--- src/core/mic_regs.svh ---
// register offsets, field positions, reset values and timing counts
// assumes it is included by bare name from the serial control port
`ifndef MIC_REGS_SVH
`define MIC_REGS_SVH
`define MIC_OFF_CFG 8'h00
`define MIC_OFF_FLAGS 8'h01
`define MIC_OFF_MASK 8'h03
`define MIC_OFF_PACE 8'h07
`define MIC_OFF_CHOFF 8'h08
`define MIC_OFF_PASS 8'h09
`define MIC_OFF_DEEP 8'h0A
`define MIC_OFF_SETUP 8'h0B
`define MIC_OFF_ACT 8'h0C
`define MIC_OFF_RES0 8'h20
`define MIC_OFF_RES7 8'h27
`define MIC_OFF_LIM0 8'h2A
`define MIC_OFF_LIM15 8'h39
`define MIC_OFF_MAKER 8'h3E
`define MIC_OFF_VER 8'h3F
`define MIC_CFG_RST 8'h08
`define MIC_ACT_RST 8'h02
`define MIC_CFG_RUN 0
`define MIC_CFG_AEN 1
`define MIC_CFG_ACLR 3
`define MIC_CFG_INIT 7
`define MIC_ACT_BUSY 0
`define MIC_ACT_NRDY 1
`define MIC_ADDR_LOW 7'h1D
`define MIC_ADDR_MID 7'h2D
`define MIC_ADDR_HIGH 7'h35
`define MIC_CLK_KHZ 100000
`define MIC_TIMEOUT_MS 35
`endif

--- src/core/mic_pkg.sv ---
// types shared by the serial control port of the system monitor
// assumes nothing beyond a SystemVerilog compiler
package mic_pkg;
    typedef enum logic [2:0] {
        MIC_IDLE = 3'b000,
        MIC_RX = 3'b001,
        MIC_ACK = 3'b010,
        MIC_TX = 3'b011,
        MIC_MACK = 3'b100
    } mic_bus_t;
    typedef enum logic [1:0] {
        MIC_B_ADDR = 2'b00,
        MIC_B_PTR = 2'b01,
        MIC_B_DATA = 2'b10
    } mic_byte_t;
    typedef struct packed {
        logic scl_m, scl_s, scl_p, sda_m, sda_s, sda_p;
        logic [1:0] asl_m, asl_s, ash_m, ash_s;
        mic_bus_t state;
        mic_byte_t kind;
        logic rw, lo_next, mack, sda_drv, pass;
        logic [3:0] cnt;
        logic [7:0] shreg, tx, ptr;
        logic [23:0] to_cnt, sda_to_cnt, drv_cnt;
        logic [7:0] cfg, flags, mask, pace, choff, deep, setup;
        logic not_ready, alarm_n, run;
        logic [15:0][7:0] limits;
        logic [7:0][15:0] results;
    } mic_state_t;
endpackage

--- src/core/mic_ctl_port.sv ---
// serial control port of an eight-channel system monitor: two-wire
// slave, register map, control register and alarm pin gating.
// assumes the converter and comparators run on mclk and talk to it
// through the result, alarm event and status ports.
//
// What this block does
// act only as bus slave; never start transfers or drive clock
// serial clock times only the serial logic; rest on internal clock
// write is address byte, pointer byte, then one data byte
// read without pointer byte returns currently pointed register
// arbitrary read: write pointer, repeated start, read data
// two tri-level pins pick one of nine slave addresses
// bus logic goes idle when clock or data stays low too long
// own data drive released after continuous low for the timeout
// host should not lean on timeout during deep shutdown
// control and status registers 8 bits, results 16 bits
// write to single-pass location starts one pass; write-only
// power-on loads listed defaults; results and limits undefined
// control register resets to run clear, alarm-clear set
// run bit runs loop; clear stops it, registers stay reachable
// clearing run bit does not release an asserted alarm pin
// alarm-enable bit gates the alarm pin
// alarm-clear bit forces pin inactive, halts loop, keeps flags
// init bit reloads defaults except results, limits; self-clears
// host waits start-up delay then polls until not-ready clears
// activity register resets with only not-ready set
// host programs setup, pace, disables, mask, limits first
// host sets run, clears alarm-clear, may enable alarm pin
// results stored in result register order while running
// reading alarm flags returns then clears them
// single-pass location stores nothing and reads zero
// result read gives upper byte first, then lower byte
`timescale 1ns/10ps
`include "mic_regs.svh"

module mic_ctl_port #(
    parameter int TIMEOUT_CYC = `MIC_TIMEOUT_MS * `MIC_CLK_KHZ,
    // identity values are arbitrary
    parameter logic [7:0] MAKER_CODE = 8'h5A,
    parameter logic [7:0] VERSION_CODE = 8'hA5
) (
    input wire logic mclk,
    input wire logic arst_n,
    input wire logic scl_in,
    input wire logic sda_in,
    output logic sda_out,
    output logic sda_oe,
    input wire logic [1:0] addr_select_low,
    input wire logic [1:0] addr_select_high,
    output logic alarm_n,
    output logic loop_run,
    output logic single_pass_start,
    input wire logic [7:0] alarm_set,
    input wire logic conv_busy,
    input wire logic loop_ready,
    input wire logic res_we,
    input wire logic [2:0] res_sel,
    input wire logic [15:0] res_value,
    output logic [7:0] sampling_pace,
    output logic [7:0] channel_off_select,
    output logic [7:0] deep_sleep_control,
    output logic [7:0] reference_and_input_setup,
    output logic [127:0] threshold_values
);
    mic_pkg::mic_state_t s;
    mic_pkg::mic_state_t next_s;

    function automatic logic [6:0] own_addr(input logic [1:0] lo,
                                            input logic [1:0] hi);
        logic [6:0] base;
        base = `MIC_ADDR_HIGH;
        if (hi == 2'h0) begin
            base = `MIC_ADDR_LOW;
        end else if (hi == 2'h1) begin
            base = `MIC_ADDR_MID;
        end
        // codes 2 and 3 both count as a high pin
        if (lo == 2'h0) begin
            own_addr = base;
        end else if (lo == 2'h1) begin
            own_addr = base + 7'h01;
        end else begin
            own_addr = base + 7'h02;
        end
    endfunction

    function automatic logic [7:0] rd_byte(input mic_pkg::mic_state_t st,
                                           input logic busy);
        logic [7:0] li;
        logic [15:0] rv;
        li = st.ptr - `MIC_OFF_LIM0;
        rv = st.results[st.ptr[2:0]];
        rd_byte = 8'h00;
        case (st.ptr)
            `MIC_OFF_CFG: rd_byte = st.cfg;
            `MIC_OFF_FLAGS: rd_byte = st.flags;
            `MIC_OFF_MASK: rd_byte = st.mask;
            `MIC_OFF_PACE: rd_byte = st.pace;
            `MIC_OFF_CHOFF: rd_byte = st.choff;
            `MIC_OFF_PASS: rd_byte = 8'h00;
            `MIC_OFF_DEEP: rd_byte = st.deep;
            `MIC_OFF_SETUP: rd_byte = st.setup;
            `MIC_OFF_ACT: rd_byte = {6'h00, st.not_ready, busy};
            `MIC_OFF_MAKER: rd_byte = MAKER_CODE;
            `MIC_OFF_VER: rd_byte = VERSION_CODE;
            // results and limits below; any other offset reads zero
            default: begin
                if (st.ptr >= `MIC_OFF_RES0 && st.ptr <= `MIC_OFF_RES7) begin
                    rd_byte = st.lo_next ? rv[7:0] : rv[15:8];
                end else if (st.ptr >= `MIC_OFF_LIM0
                             && st.ptr <= `MIC_OFF_LIM15) begin
                    rd_byte = st.limits[li[3:0]];
                end
            end
        endcase
    endfunction

    always_comb begin
        logic rise, fall, start, stop, clr_flags, wr, init;
        logic [7:0] li;
        next_s = s;
        // edges and start/stop use the settled copies only, so a data
        // change just after a clock fall is never taken for a start
        rise = s.scl_s & ~s.scl_p;
        fall = ~s.scl_s & s.scl_p;
        start = s.scl_s & s.scl_p & s.sda_p & ~s.sda_s;
        stop = s.scl_s & s.scl_p & ~s.sda_p & s.sda_s;
        clr_flags = 1'b0;
        wr = 1'b0;
        init = 1'b0;
        li = s.ptr - `MIC_OFF_LIM0;
        // serial lines are sampled as plain inputs on mclk
        next_s.scl_m = scl_in;
        next_s.scl_s = s.scl_m;
        next_s.scl_p = s.scl_s;
        next_s.sda_m = sda_in;
        next_s.sda_s = s.sda_m;
        next_s.sda_p = s.sda_s;
        next_s.asl_m = addr_select_low;
        next_s.asl_s = s.asl_m;
        next_s.ash_m = addr_select_high;
        next_s.ash_s = s.ash_m;
        next_s.pass = 1'b0;

        case (s.state)
            mic_pkg::MIC_RX: begin
                if (rise) begin
                    next_s.shreg = {s.shreg[6:0], s.sda_s};
                    next_s.cnt = s.cnt + 4'h1;
                end else if (fall && s.cnt == 4'h8) begin
                    next_s.cnt = 4'h0;
                    next_s.sda_drv = 1'b1;
                    next_s.state = mic_pkg::MIC_ACK;
                    case (s.kind)
                        mic_pkg::MIC_B_ADDR: begin
                            next_s.rw = s.shreg[0];
                            next_s.lo_next = 1'b0;
                            if (s.shreg[7:1] != own_addr(s.asl_s, s.ash_s)) begin
                                next_s.sda_drv = 1'b0;
                                next_s.state = mic_pkg::MIC_IDLE;
                            end
                        end
                        mic_pkg::MIC_B_PTR: next_s.ptr = s.shreg;
                        mic_pkg::MIC_B_DATA: wr = 1'b1;
                        default: next_s.state = mic_pkg::MIC_IDLE;
                    endcase
                end
            end
            mic_pkg::MIC_ACK: begin
                if (fall) begin
                    next_s.sda_drv = 1'b0;
                    if (s.kind == mic_pkg::MIC_B_ADDR && s.rw) begin
                        // direct read of whatever the pointer holds
                        next_s.tx = rd_byte(s, conv_busy);
                        next_s.sda_drv = ~next_s.tx[7];
                        next_s.state = mic_pkg::MIC_TX;
                        clr_flags = (s.ptr == `MIC_OFF_FLAGS);
                    end else begin
                        // extra data bytes rewrite the same register
                        next_s.state = mic_pkg::MIC_RX;
                        next_s.kind = (s.kind == mic_pkg::MIC_B_ADDR) ?
                                      mic_pkg::MIC_B_PTR : mic_pkg::MIC_B_DATA;
                    end
                end
            end
            mic_pkg::MIC_TX: begin
                if (rise) begin
                    next_s.cnt = s.cnt + 4'h1;
                end else if (fall) begin
                    if (s.cnt == 4'h8) begin
                        next_s.sda_drv = 1'b0;
                        next_s.state = mic_pkg::MIC_MACK;
                    end else begin
                        next_s.tx = {s.tx[6:0], 1'b0};
                        next_s.sda_drv = ~s.tx[6];
                    end
                end
            end
            mic_pkg::MIC_MACK: begin
                if (rise) begin
                    next_s.mack = ~s.sda_s;
                end else if (fall) begin
                    next_s.cnt = 4'h0;
                    if (s.mack) begin
                        // the acknowledge releases the next byte
                        next_s.lo_next = ~s.lo_next;
                        next_s.tx = rd_byte(next_s, conv_busy);
                        next_s.sda_drv = ~next_s.tx[7];
                        next_s.state = mic_pkg::MIC_TX;
                        clr_flags = (s.ptr == `MIC_OFF_FLAGS);
                    end else begin
                        next_s.state = mic_pkg::MIC_IDLE;
                    end
                end
            end
            default: next_s.state = mic_pkg::MIC_IDLE;
        endcase

        // start and stop win over any byte in flight
        if (start) begin
            next_s.state = mic_pkg::MIC_RX;
            next_s.kind = mic_pkg::MIC_B_ADDR;
            next_s.cnt = 4'h0;
            next_s.sda_drv = 1'b0;
        end else if (stop) begin
            next_s.state = mic_pkg::MIC_IDLE;
            next_s.sda_drv = 1'b0;
        end

        // each line keeps its own low count, so a line that keeps
        // toggling never adds to the time charged against the other
        if (s.scl_s) begin
            next_s.to_cnt = 24'h000000;
        end else begin
            next_s.to_cnt = s.to_cnt + 24'h000001;
        end
        if (s.sda_s) begin
            next_s.sda_to_cnt = 24'h000000;
        end else begin
            next_s.sda_to_cnt = s.sda_to_cnt + 24'h000001;
        end
        if (s.sda_drv) begin
            next_s.drv_cnt = s.drv_cnt + 24'h000001;
        end else begin
            next_s.drv_cnt = 24'h000000;
        end
        // a master holding a line low forever cannot lock the bus
        if (s.to_cnt >= 24'(TIMEOUT_CYC - 1)
            || s.sda_to_cnt >= 24'(TIMEOUT_CYC - 1)) begin
            next_s.to_cnt = 24'h000000;
            next_s.sda_to_cnt = 24'h000000;
            next_s.state = mic_pkg::MIC_IDLE;
            next_s.sda_drv = 1'b0;
        end
        // own low drive is cut on its own count whatever the master does,
        // so a stalled transfer can never pin the data line
        if (s.drv_cnt >= 24'(TIMEOUT_CYC - 1)) begin
            next_s.drv_cnt = 24'h000000;
            next_s.state = mic_pkg::MIC_IDLE;
            next_s.sda_drv = 1'b0;
        end

        // writes to unmapped or read-only offsets fall through unused
        if (wr) begin
            case (s.ptr)
                `MIC_OFF_CFG: begin
                    next_s.cfg = s.shreg;
                    next_s.cfg[`MIC_CFG_INIT] = 1'b0;
                    init = s.shreg[`MIC_CFG_INIT];
                end
                `MIC_OFF_MASK: next_s.mask = s.shreg;
                `MIC_OFF_PACE: next_s.pace = s.shreg;
                `MIC_OFF_CHOFF: next_s.choff = s.shreg;
                `MIC_OFF_PASS: next_s.pass = 1'b1;
                `MIC_OFF_DEEP: next_s.deep = s.shreg;
                `MIC_OFF_SETUP: next_s.setup = s.shreg;
                default: begin
                    if (s.ptr >= `MIC_OFF_LIM0 && s.ptr <= `MIC_OFF_LIM15) begin
                        next_s.limits[li[3:0]] = s.shreg;
                    end
                end
            endcase
        end

        // soft init leaves results and limits alone
        if (init) begin
            next_s.cfg = `MIC_CFG_RST;
            next_s.mask = 8'h00;
            next_s.pace = 8'h00;
            next_s.choff = 8'h00;
            next_s.deep = 8'h00;
            next_s.setup = 8'h00;
            clr_flags = 1'b1;
        end
        // not-ready trails the loop by a cycle and init forces it on
        next_s.not_ready = init | ~loop_ready;

        // a new event in the clearing cycle is kept
        next_s.flags = (clr_flags ? 8'h00 : s.flags) | alarm_set;
        if (res_we) begin
            next_s.results[res_sel] = res_value;
        end

        // alarm pin ignores the run bit on purpose
        next_s.alarm_n = ~(next_s.cfg[`MIC_CFG_AEN]
                           & ~next_s.cfg[`MIC_CFG_ACLR]
                           & (|(next_s.flags & ~next_s.mask)));
        next_s.run = next_s.cfg[`MIC_CFG_RUN]
                     & ~next_s.cfg[`MIC_CFG_ACLR];
    end

    always_ff @(posedge mclk or negedge arst_n) begin
        if (!arst_n) begin
            s <= '0;
            // bus copies rest at the idle high level: no false edge
            s.scl_m <= 1'b1;
            s.scl_s <= 1'b1;
            s.scl_p <= 1'b1;
            s.sda_m <= 1'b1;
            s.sda_s <= 1'b1;
            s.sda_p <= 1'b1;
            s.cfg <= `MIC_CFG_RST;
            s.not_ready <= 1'(`MIC_ACT_RST >> `MIC_ACT_NRDY);
            s.alarm_n <= 1'b1;
        end else begin
            s <= next_s;
        end
    end

    // open drain: only ever pulls low, never drives the clock line
    assign sda_out = 1'b0;
    assign sda_oe = s.sda_drv;
    assign alarm_n = s.alarm_n;
    assign loop_run = s.run;
    assign single_pass_start = s.pass;
    assign sampling_pace = s.pace;
    assign channel_off_select = s.choff;
    assign deep_sleep_control = s.deep;
    assign reference_and_input_setup = s.setup;
    assign threshold_values = s.limits;
endmodule

--- config.mk ---
export PLATFORM = sky130hd
export DESIGN_NAME = mic_ctl_port
export DESIGN_NICKNAME = d
export VERILOG_FILES = /design/src/core/mic_pkg.sv /design/src/core/mic_ctl_port.sv
export VERILOG_INCLUDE_DIRS = /design/src /design/src/core
export SDC_FILE = /design/constraint.sdc
export NUM_CORES = 1
export LEC_CHECK = 0
export ABC_AREA = 1
export BUFFER_PORTS_ARGS = -buffer_cell sky130_fd_sc_hd__buf_2
export CAP_MARGIN = 40
export CELL_PAD_IN_SITES_DETAIL_PLACEMENT = 0
export CELL_PAD_IN_SITES_GLOBAL_PLACEMENT = 1
export CORE_UTILIZATION = 48
export DETAILED_ROUTE_END_ITERATION = 10
export HOLD_SLACK_MARGIN = 0.12
export PLACE_DENSITY_LB_ADDON = 0.1
export REMOVE_ABC_BUFFERS = 1
export SETUP_SLACK_MARGIN = 0.1
export SYNTH_ARGS = -nofsm -noshare
export SYNTH_HDL_FRONTEND = slang
export SYNTH_SLANG_ARGS = --single-unit
--- constraint.sdc ---
create_clock -name mclk -period 3.78 [get_ports mclk]
set_input_delay 1.134 -clock mclk [delete_from_list [all_inputs] [get_ports mclk]]
set_output_delay 1.134 -clock mclk [all_outputs]
set_load 0.1 [all_outputs]
==> flow_metrics.tcl, run 1 <==
set metrics [dict create \
    hold_viol 0 \
    vdd_ir_drop_max_uv 378 \
    core_region_area_um2 44200 \
    maxSlewHeadroom_pct 46.4 \
    arrival_ns 3.24 \
    dieArea_um2 45700 \
    post-route-drc-count 0 \
    cts_resized 0 \
    fillers 4225 \
    die_h_um 214 \
    worstPathRequired_ns 4.22 \
    grt_start_max_net_pins 79 \
    antenna_found_initial 1 \
    drt_iter0_drc 1497 \
    fp.dieW_um 214 \
    synth_top_area_cell "dfrtp_1" \
    synth_top_family_by_area "simple AND/OR/NAND/NOR gates" \
    n_antenna_cell 0 \
    hpwl_um 41300 \
    p_total_w 0.0106 \
    cpLargestDelayFamily "simple AND/OR/NAND/NOR gates" \
    clk_latency_ns 0.59 \
    dr_total_vias 17700 \
    cts_made_buffers 48 \
    yosys_warnings 0 \
    area_delta_synth_final_pct 10.5 \
    post_cts_buffers 0 \
    layout_setup_ws_ns 0.979 \
    avgRoutedWirePerCell_um 18.3 \
    port_buffers 201 \
    rsz0062_at_grt "no" \
    p_clk_share_pct 46.8 \
    clkTransAtPathRegs_ns 0.06 \
    min_period_over_period_pct 74.1 \
    gr-usage-all-layers_pct 26.9 \
    crit_type "flip-flop to flip-flop" \
    r2r_slack_ns 0.98 \
    fmax_ghz 0.357 \
    crit_path_end_kind "flip-flop" \
    finalWirelength_um 60600 \
    syn_area_um2 21500 \
    cp_common_cell "nor2_2" \
    ys_ff_latch 437 \
    tns_ns 0 \
    finClkSkew_ns 0.0188 \
    syn_inst 2650 \
    setup_violations 0 \
    vias_per_cell 5.34 \
    min_period_ns 2.80 \
    synth-xor-area-share_pct 1.06 \
    synth_top_area_share_pct 49.8 \
    cellPowerDensity_nw_per_um2 445 \
    tightest_slew_ns 0.803 \
    synth.distinct_cells 49 \
    fin_nets 2730 \
    hold_class "flip-flop to flip-flop" \
    gr-total-overflow 0 \
    p_leak_nw 11.6 \
    layout_common_cells "nand2_1, dfrtp_1, nor2_1" \
    io_pins 203 \
    ant_nets 0 \
    clock_sinks 437 \
    drive_gt1_share_pct 14.0 \
    max_cap_viol_count 0 \
    multi_input_comb_area_um2 8120 \
    p_switching_w 0.00240 \
    crit_path_max_fanout 11 \
    p_sw_share_pct 22.7 \
    core.rowCount 77 \
    synth-simple-area-share_pct 22.7 \
    synthMuxAreaShare_pct 0 \
    regArea_um2 10900 \
    htreeDepth 2 \
    synth_compound_area_share_pct 13.1 \
    drv_slew 0 \
    synthTopCellsByArea "dfrtp_1, nand2_1, buf_4" \
    cts_tree "done" \
    cts_buffer_depth 3 \
    status "completed" \
    p_int_w 0.00818 \
    gp_congestion 0.901 \
    first_pass_iters 6 \
    path_buf_inv 2 \
    start_util_pct 48.7 \
    ys_seq_area_share_pct 50.9 \
    mostFrequentLayoutCell "nand2_1" \
    clockRootBuffer "clkbuf_16" \
    p_seq_share_pct 48.2 \
    postSynthAreaPerCell_um2 8.12 \
    synth_ff_type "dfrtp_1" \
    grt_pass1_vias 16800 \
    critPathSlowestCell "dfrtp_1" \
    async_reset_ff_share_pct 100 \
    hold_buffers 0 \
    grt_pass1_wl_um 94900 \
    synth_fa_ha_area_share_pct 0.698 \
    crit_chain "inv_1 > ha_1 > nand3_2 > nor2_2 > nand3_4 > nor2_2 > nand2_1 > buf_4 > o21ai_1 > o22ai_1" \
    critPathLaunchType "flip-flop" \
    synth_edf_count 0 \
    place_ws_ns 0.982 \
    cpPeakStageDelay_ns 0.39 \
    p_comb_share_pct 5.0 \
]
-- cell families (layout without fill, tap and decap cells) --
group                    Yosys count  count (layout)
AND/OR/NAND/NOR                 1169            1169
AO/OA/AOI/OAI                    520             520
buffers and inverters            485             546
flip-flops                       437             437
XOR/XNOR                          26              26
adder cells (fa/ha/maj)           12              12
other                              1               7
-- final cells by class --
type | count | area share [%]
clock inverters | 19 | 1.06
inverters | 211 | 3.35
repair buffers | 248 | 6.32
multi-input cells | 1734 | 34.1
well taps | 592 | 3.11
flip-flops and latches | 437 | 46.0
clock buffers | 68 | 6.00
-- power by group through the flow --
| stage | logic (W) | registers [W] | clock network (W) |
|---|---|---|---|
| global route | 0.000635 | 0.00512 | 0.00524 |
| detailed placement | 0.000541 | 0.00517 | 0 |
| floorplan | 0.000309 | 0.00514 | 0 |
| CTS | 0.000544 | 0.00509 | 0.00505 |
| finish | 0.000530 | 0.00510 | 0.00496 |
| global placement | 0.000525 | 0.00516 | 0 |
-- cell usage after synthesis (2+ instances only) --
cell type  count
nor4_1         5
a211oi_1       2
o21ai_1       85
nor2_4         4
xor2_1        16
o211ai_1       7
a22oi_1       16
nand2_1      633
o2111ai_1      2
a21oi_1       73
nor3b_1       11
nand3b_1       2
buf_4        163
o21bai_1      10
nand3_1      112
o21ai_0      240
o31ai_1        5
clkbuf_1      71
nor2_2         4
o21a_1         2
nor3_1        36
dfrtp_1      428
or2_2          2
o22ai_1       64
buf_2         37
nand4_1       38
clkinv_1       3
o21ai_2        2
nand3_2        2
nand2_2       20
inv_1        206
nor2_1       296
dfstp_2        9
xnor2_1       10
ha_1          12
a31oi_1        8
buf_1          2
-- metrics by stage --
stage	hold slack, ns	util, %	std cells	area, um^2
after global placement	0.332	49.8	3218	22000
final	0.349	53.8	3309	23800
after floorplan	0.331	-	2382	19900
after CTS	0.351	53.8	3309	23800
after detailed placement	0.338	50.0	3222	22100
after global routing	0.359	53.8	3309	23800
-- state kept, by name, summed over array words and instances, names as in the netlist, 8 cells and up --
signal / cells
deep_sleep_control: 8
sampling_pace: 8
threshold_values: 128
next_s: 8
s: 265
channel_off_select: 8
reference_and_input_setup: 8
-- metal layers --
| metal | routed length, um | GRT usage (%) |
|---|---|---|
| met1 | 26900 | 37.4 |
| met2 | 27900 | 42.5 |
| met4 | 1930 | 10.1 |
| met3 | 3840 | 4.19 |
| met5 | 13 | 0 |
-- path summary, 6_finish.rpt --
path	start	end	cells past startpoint
setup / recovery	s[411]	reference_and_input_setup[4]	10
hold / removal	next_s[426]	s[426]	0
setup reg to reg	s[411]	reference_and_input_setup[4]	10
hold reg to reg	next_s[426]	s[426]	0
max in group asynchronous	arst_n	s[351]	3
min in group asynchronous	arst_n	threshold_values[40]	1
(Power assumes the default switching activity.)
==> inputs of run 2 (changes only) <==
Settings changed: CORE_UTILIZATION 48 to 45.
Clock period 3.78 ns to 2.75 ns, I/O delays scaled along.
==> run 2 against run 1 <==
Compared with the run above:
- the run now ends with design-rule violations left
- clock power rose by 40%
- maximum frequency grew 15%
- non-clock buffer count rose by 18
- register-to-register slack worse by 0.67 ns
- first-iteration DRC count up 2.9%
- combinational power is 39% higher
- die area increased by 6.6%
- critical endpoint is now threshold_values[115]
==> flow_metrics.tcl, run 2 (synthesis gave the netlist of run 1 again) <==
set metrics [dict create \
    status "complete, but fails checks" \
    violations "design-rule violations" \
    multi_input_comb_area_um2 8130 \
    layoutNonFillerInstCount 3343 \
    crit_path_max_fanout 16 \
    dieArea_um2 48700 \
    largest_reg_flops 265 \
    htreeDepth 2 \
    maxSlewHeadroom_pct 52.3 \
    p_switching_w 0.00333 \
    avgRoutedWirePerCell_um 18.6 \
    tightest_slew_ns 0.709 \
    rsz0062_at_grt "yes" \
    p_int_w 0.0113 \
    min_period_over_period_pct 88.9 \
    gp_congestion 0.912 \
    n_antenna_cell 0 \
    clk_latency_ns 0.59 \
    crit_chain "inv_1 > ha_1 > nand3_2 > nor2_2 > nand3_4 > clkinv_4 > nand4_4 > nor2_4 > nand2_2 > nand2_1 > o21ai_1" \
    layout_setup_ws_ns 0.306 \
    cts_tree "done" \
    max_cap_viol_count 0 \
    cts_made_buffers 48 \
    gr-total-overflow 0 \
    worstPathRequired_ns 3.20 \
    drive_gt1_share_pct 14.7 \
    vias_per_cell 5.28 \
    vdd_ir_drop_max_uv 459 \
    cellPowerDensity_nw_per_um2 611 \
    fp.dieW_um 221 \
    drv_slew 0 \
    grt_start_max_net_pins 72 \
    fmax_ghz 0.409 \
    hold_buffers 0 \
    regArea_um2 10900 \
    dp_cells 3255 \
    post_cts_buffers 0 \
    p_sw_share_pct 22.7 \
    top_register "s" \
    antenna_found_initial 0 \
    finClkSkew_ns 0.0218 \
    clkTransAtPathRegs_ns 0.06 \
    core_region_area_um2 46900 \
    start_util_pct 45.9 \
    hold_class "input port to asynchronous set/reset pin" \
    hpwl_um 42900 \
    layout_common_cells "nand2_1, dfrtp_1, nor2_1" \
    setup_violations 0 \
    fillers 4559 \
    core.rowCount 79 \
    dr_total_vias 17600 \
    io_pins 203 \
    min_period_ns 2.44 \
    critPathLaunchType "flip-flop" \
    place_ws_ns 0.300 \
    p_seq_share_pct 47.7 \
    clockRootBuffer "clkbuf_16" \
    crit_type "flip-flop to flip-flop" \
    hold_viol 0 \
    clock_sinks 437 \
    finalWirelength_um 62100 \
    p_total_w 0.0147 \
    p_clk_share_pct 47.3 \
    cts_resized 0 \
    gr-usage-all-layers_pct 25.9 \
    die_h_um 221 \
    cts_buffer_depth 3 \
    arrival_ns 2.89 \
    first_pass_iters 10 \
    r2r_slack_ns 0.31 \
    p_comb_share_pct 5.0 \
    drt_iter0_drc 1541 \
    grt_pass1_wl_um 97200 \
    critPathSlowestCell "dfrtp_1" \
    crit_path_end_kind "flip-flop" \
    grt_pass1_vias 17000 \
    cpPeakStageDelay_ns 0.40 \
    p_leak_nw 11.7 \
    mostFrequentLayoutCell "nand2_1" \
    area_delta_synth_final_pct 11.5 \
    ant_nets 0 \
    port_buffers 201 \
    finish.utilization_pct 51.2 \
    fin_nets 2748 \
    post-route-drc-count 18 \
]
[run 2: path summary, 6_finish.rpt]
check / startpoint / endpoint / cells past startpoint
max in group asynchronous: arst_n / s[347] / 3
hold reg to reg: next_s[425] / s[425] / 0
hold / removal: arst_n / threshold_values[33] / 1
setup reg to reg: s[411] / threshold_values[115] / 11
setup / recovery: s[411] / threshold_values[115] / 11
min in group mclk: addr_select_low[0] / next_s[429] / 1
[run 2: metrics by stage]
step / TNS, ns / instance area, um^2 / hold slack, ns
floorplan: -1.74 / 19900 / 0.331
global placement: 0 / 22300 / 0.337
detailed placement: 0 / 22300 / 0.338
CTS: 0 / 24000 / 0.137
global route: 0 / 24000 / 0.158
finish: 0 / 24000 / 0.150
[run 2: power groups by stage]
stage | combinational, W | clock, W | sequential (W)
floorplan | 0.000424 | 0 | 0.00707
CTS | 0.000756 | 0.00708 | 0.00700
detailed placement | 0.000754 | 0 | 0.00711
global placement | 0.000730 | 0 | 0.00710
global route | 0.000877 | 0.00730 | 0.00704
finish | 0.000737 | 0.00694 | 0.00700
[run 2: routing by layer]
layer,GRT usage (%),vias up,part of all wire [%]
li1,-,8586,-
met1,35.2,8465,45
met2,42.3,494,47
met3,4.00,97,5.5
met4,8.31,0,2.7
met5,0,-,0
[run 2: worst max-delay path: cells and delay by family, from the launching register on]
| family | cells | cell delay, ns |
|---|---|---|
| simple gates | 7 | 1.40 |
| flops | 1 | 0.40 |
| buf+inv | 2 | 0.27 |
| fa+ha+maj | 1 | 0.17 |
| compound gates | 1 | 0.07 |
[run 2: cell type report]
class                           instances  share of cell area (%)
Clock buffer                           68                    5.95
Timing Repair Buffer                  266                    6.94
Sequential cell                       437                    45.6
Tap cell                              607                    3.16
Clock inverter                         20                    1.16
Inverter                              211                    3.32
Multi-Input combinational cell       1734                    33.9
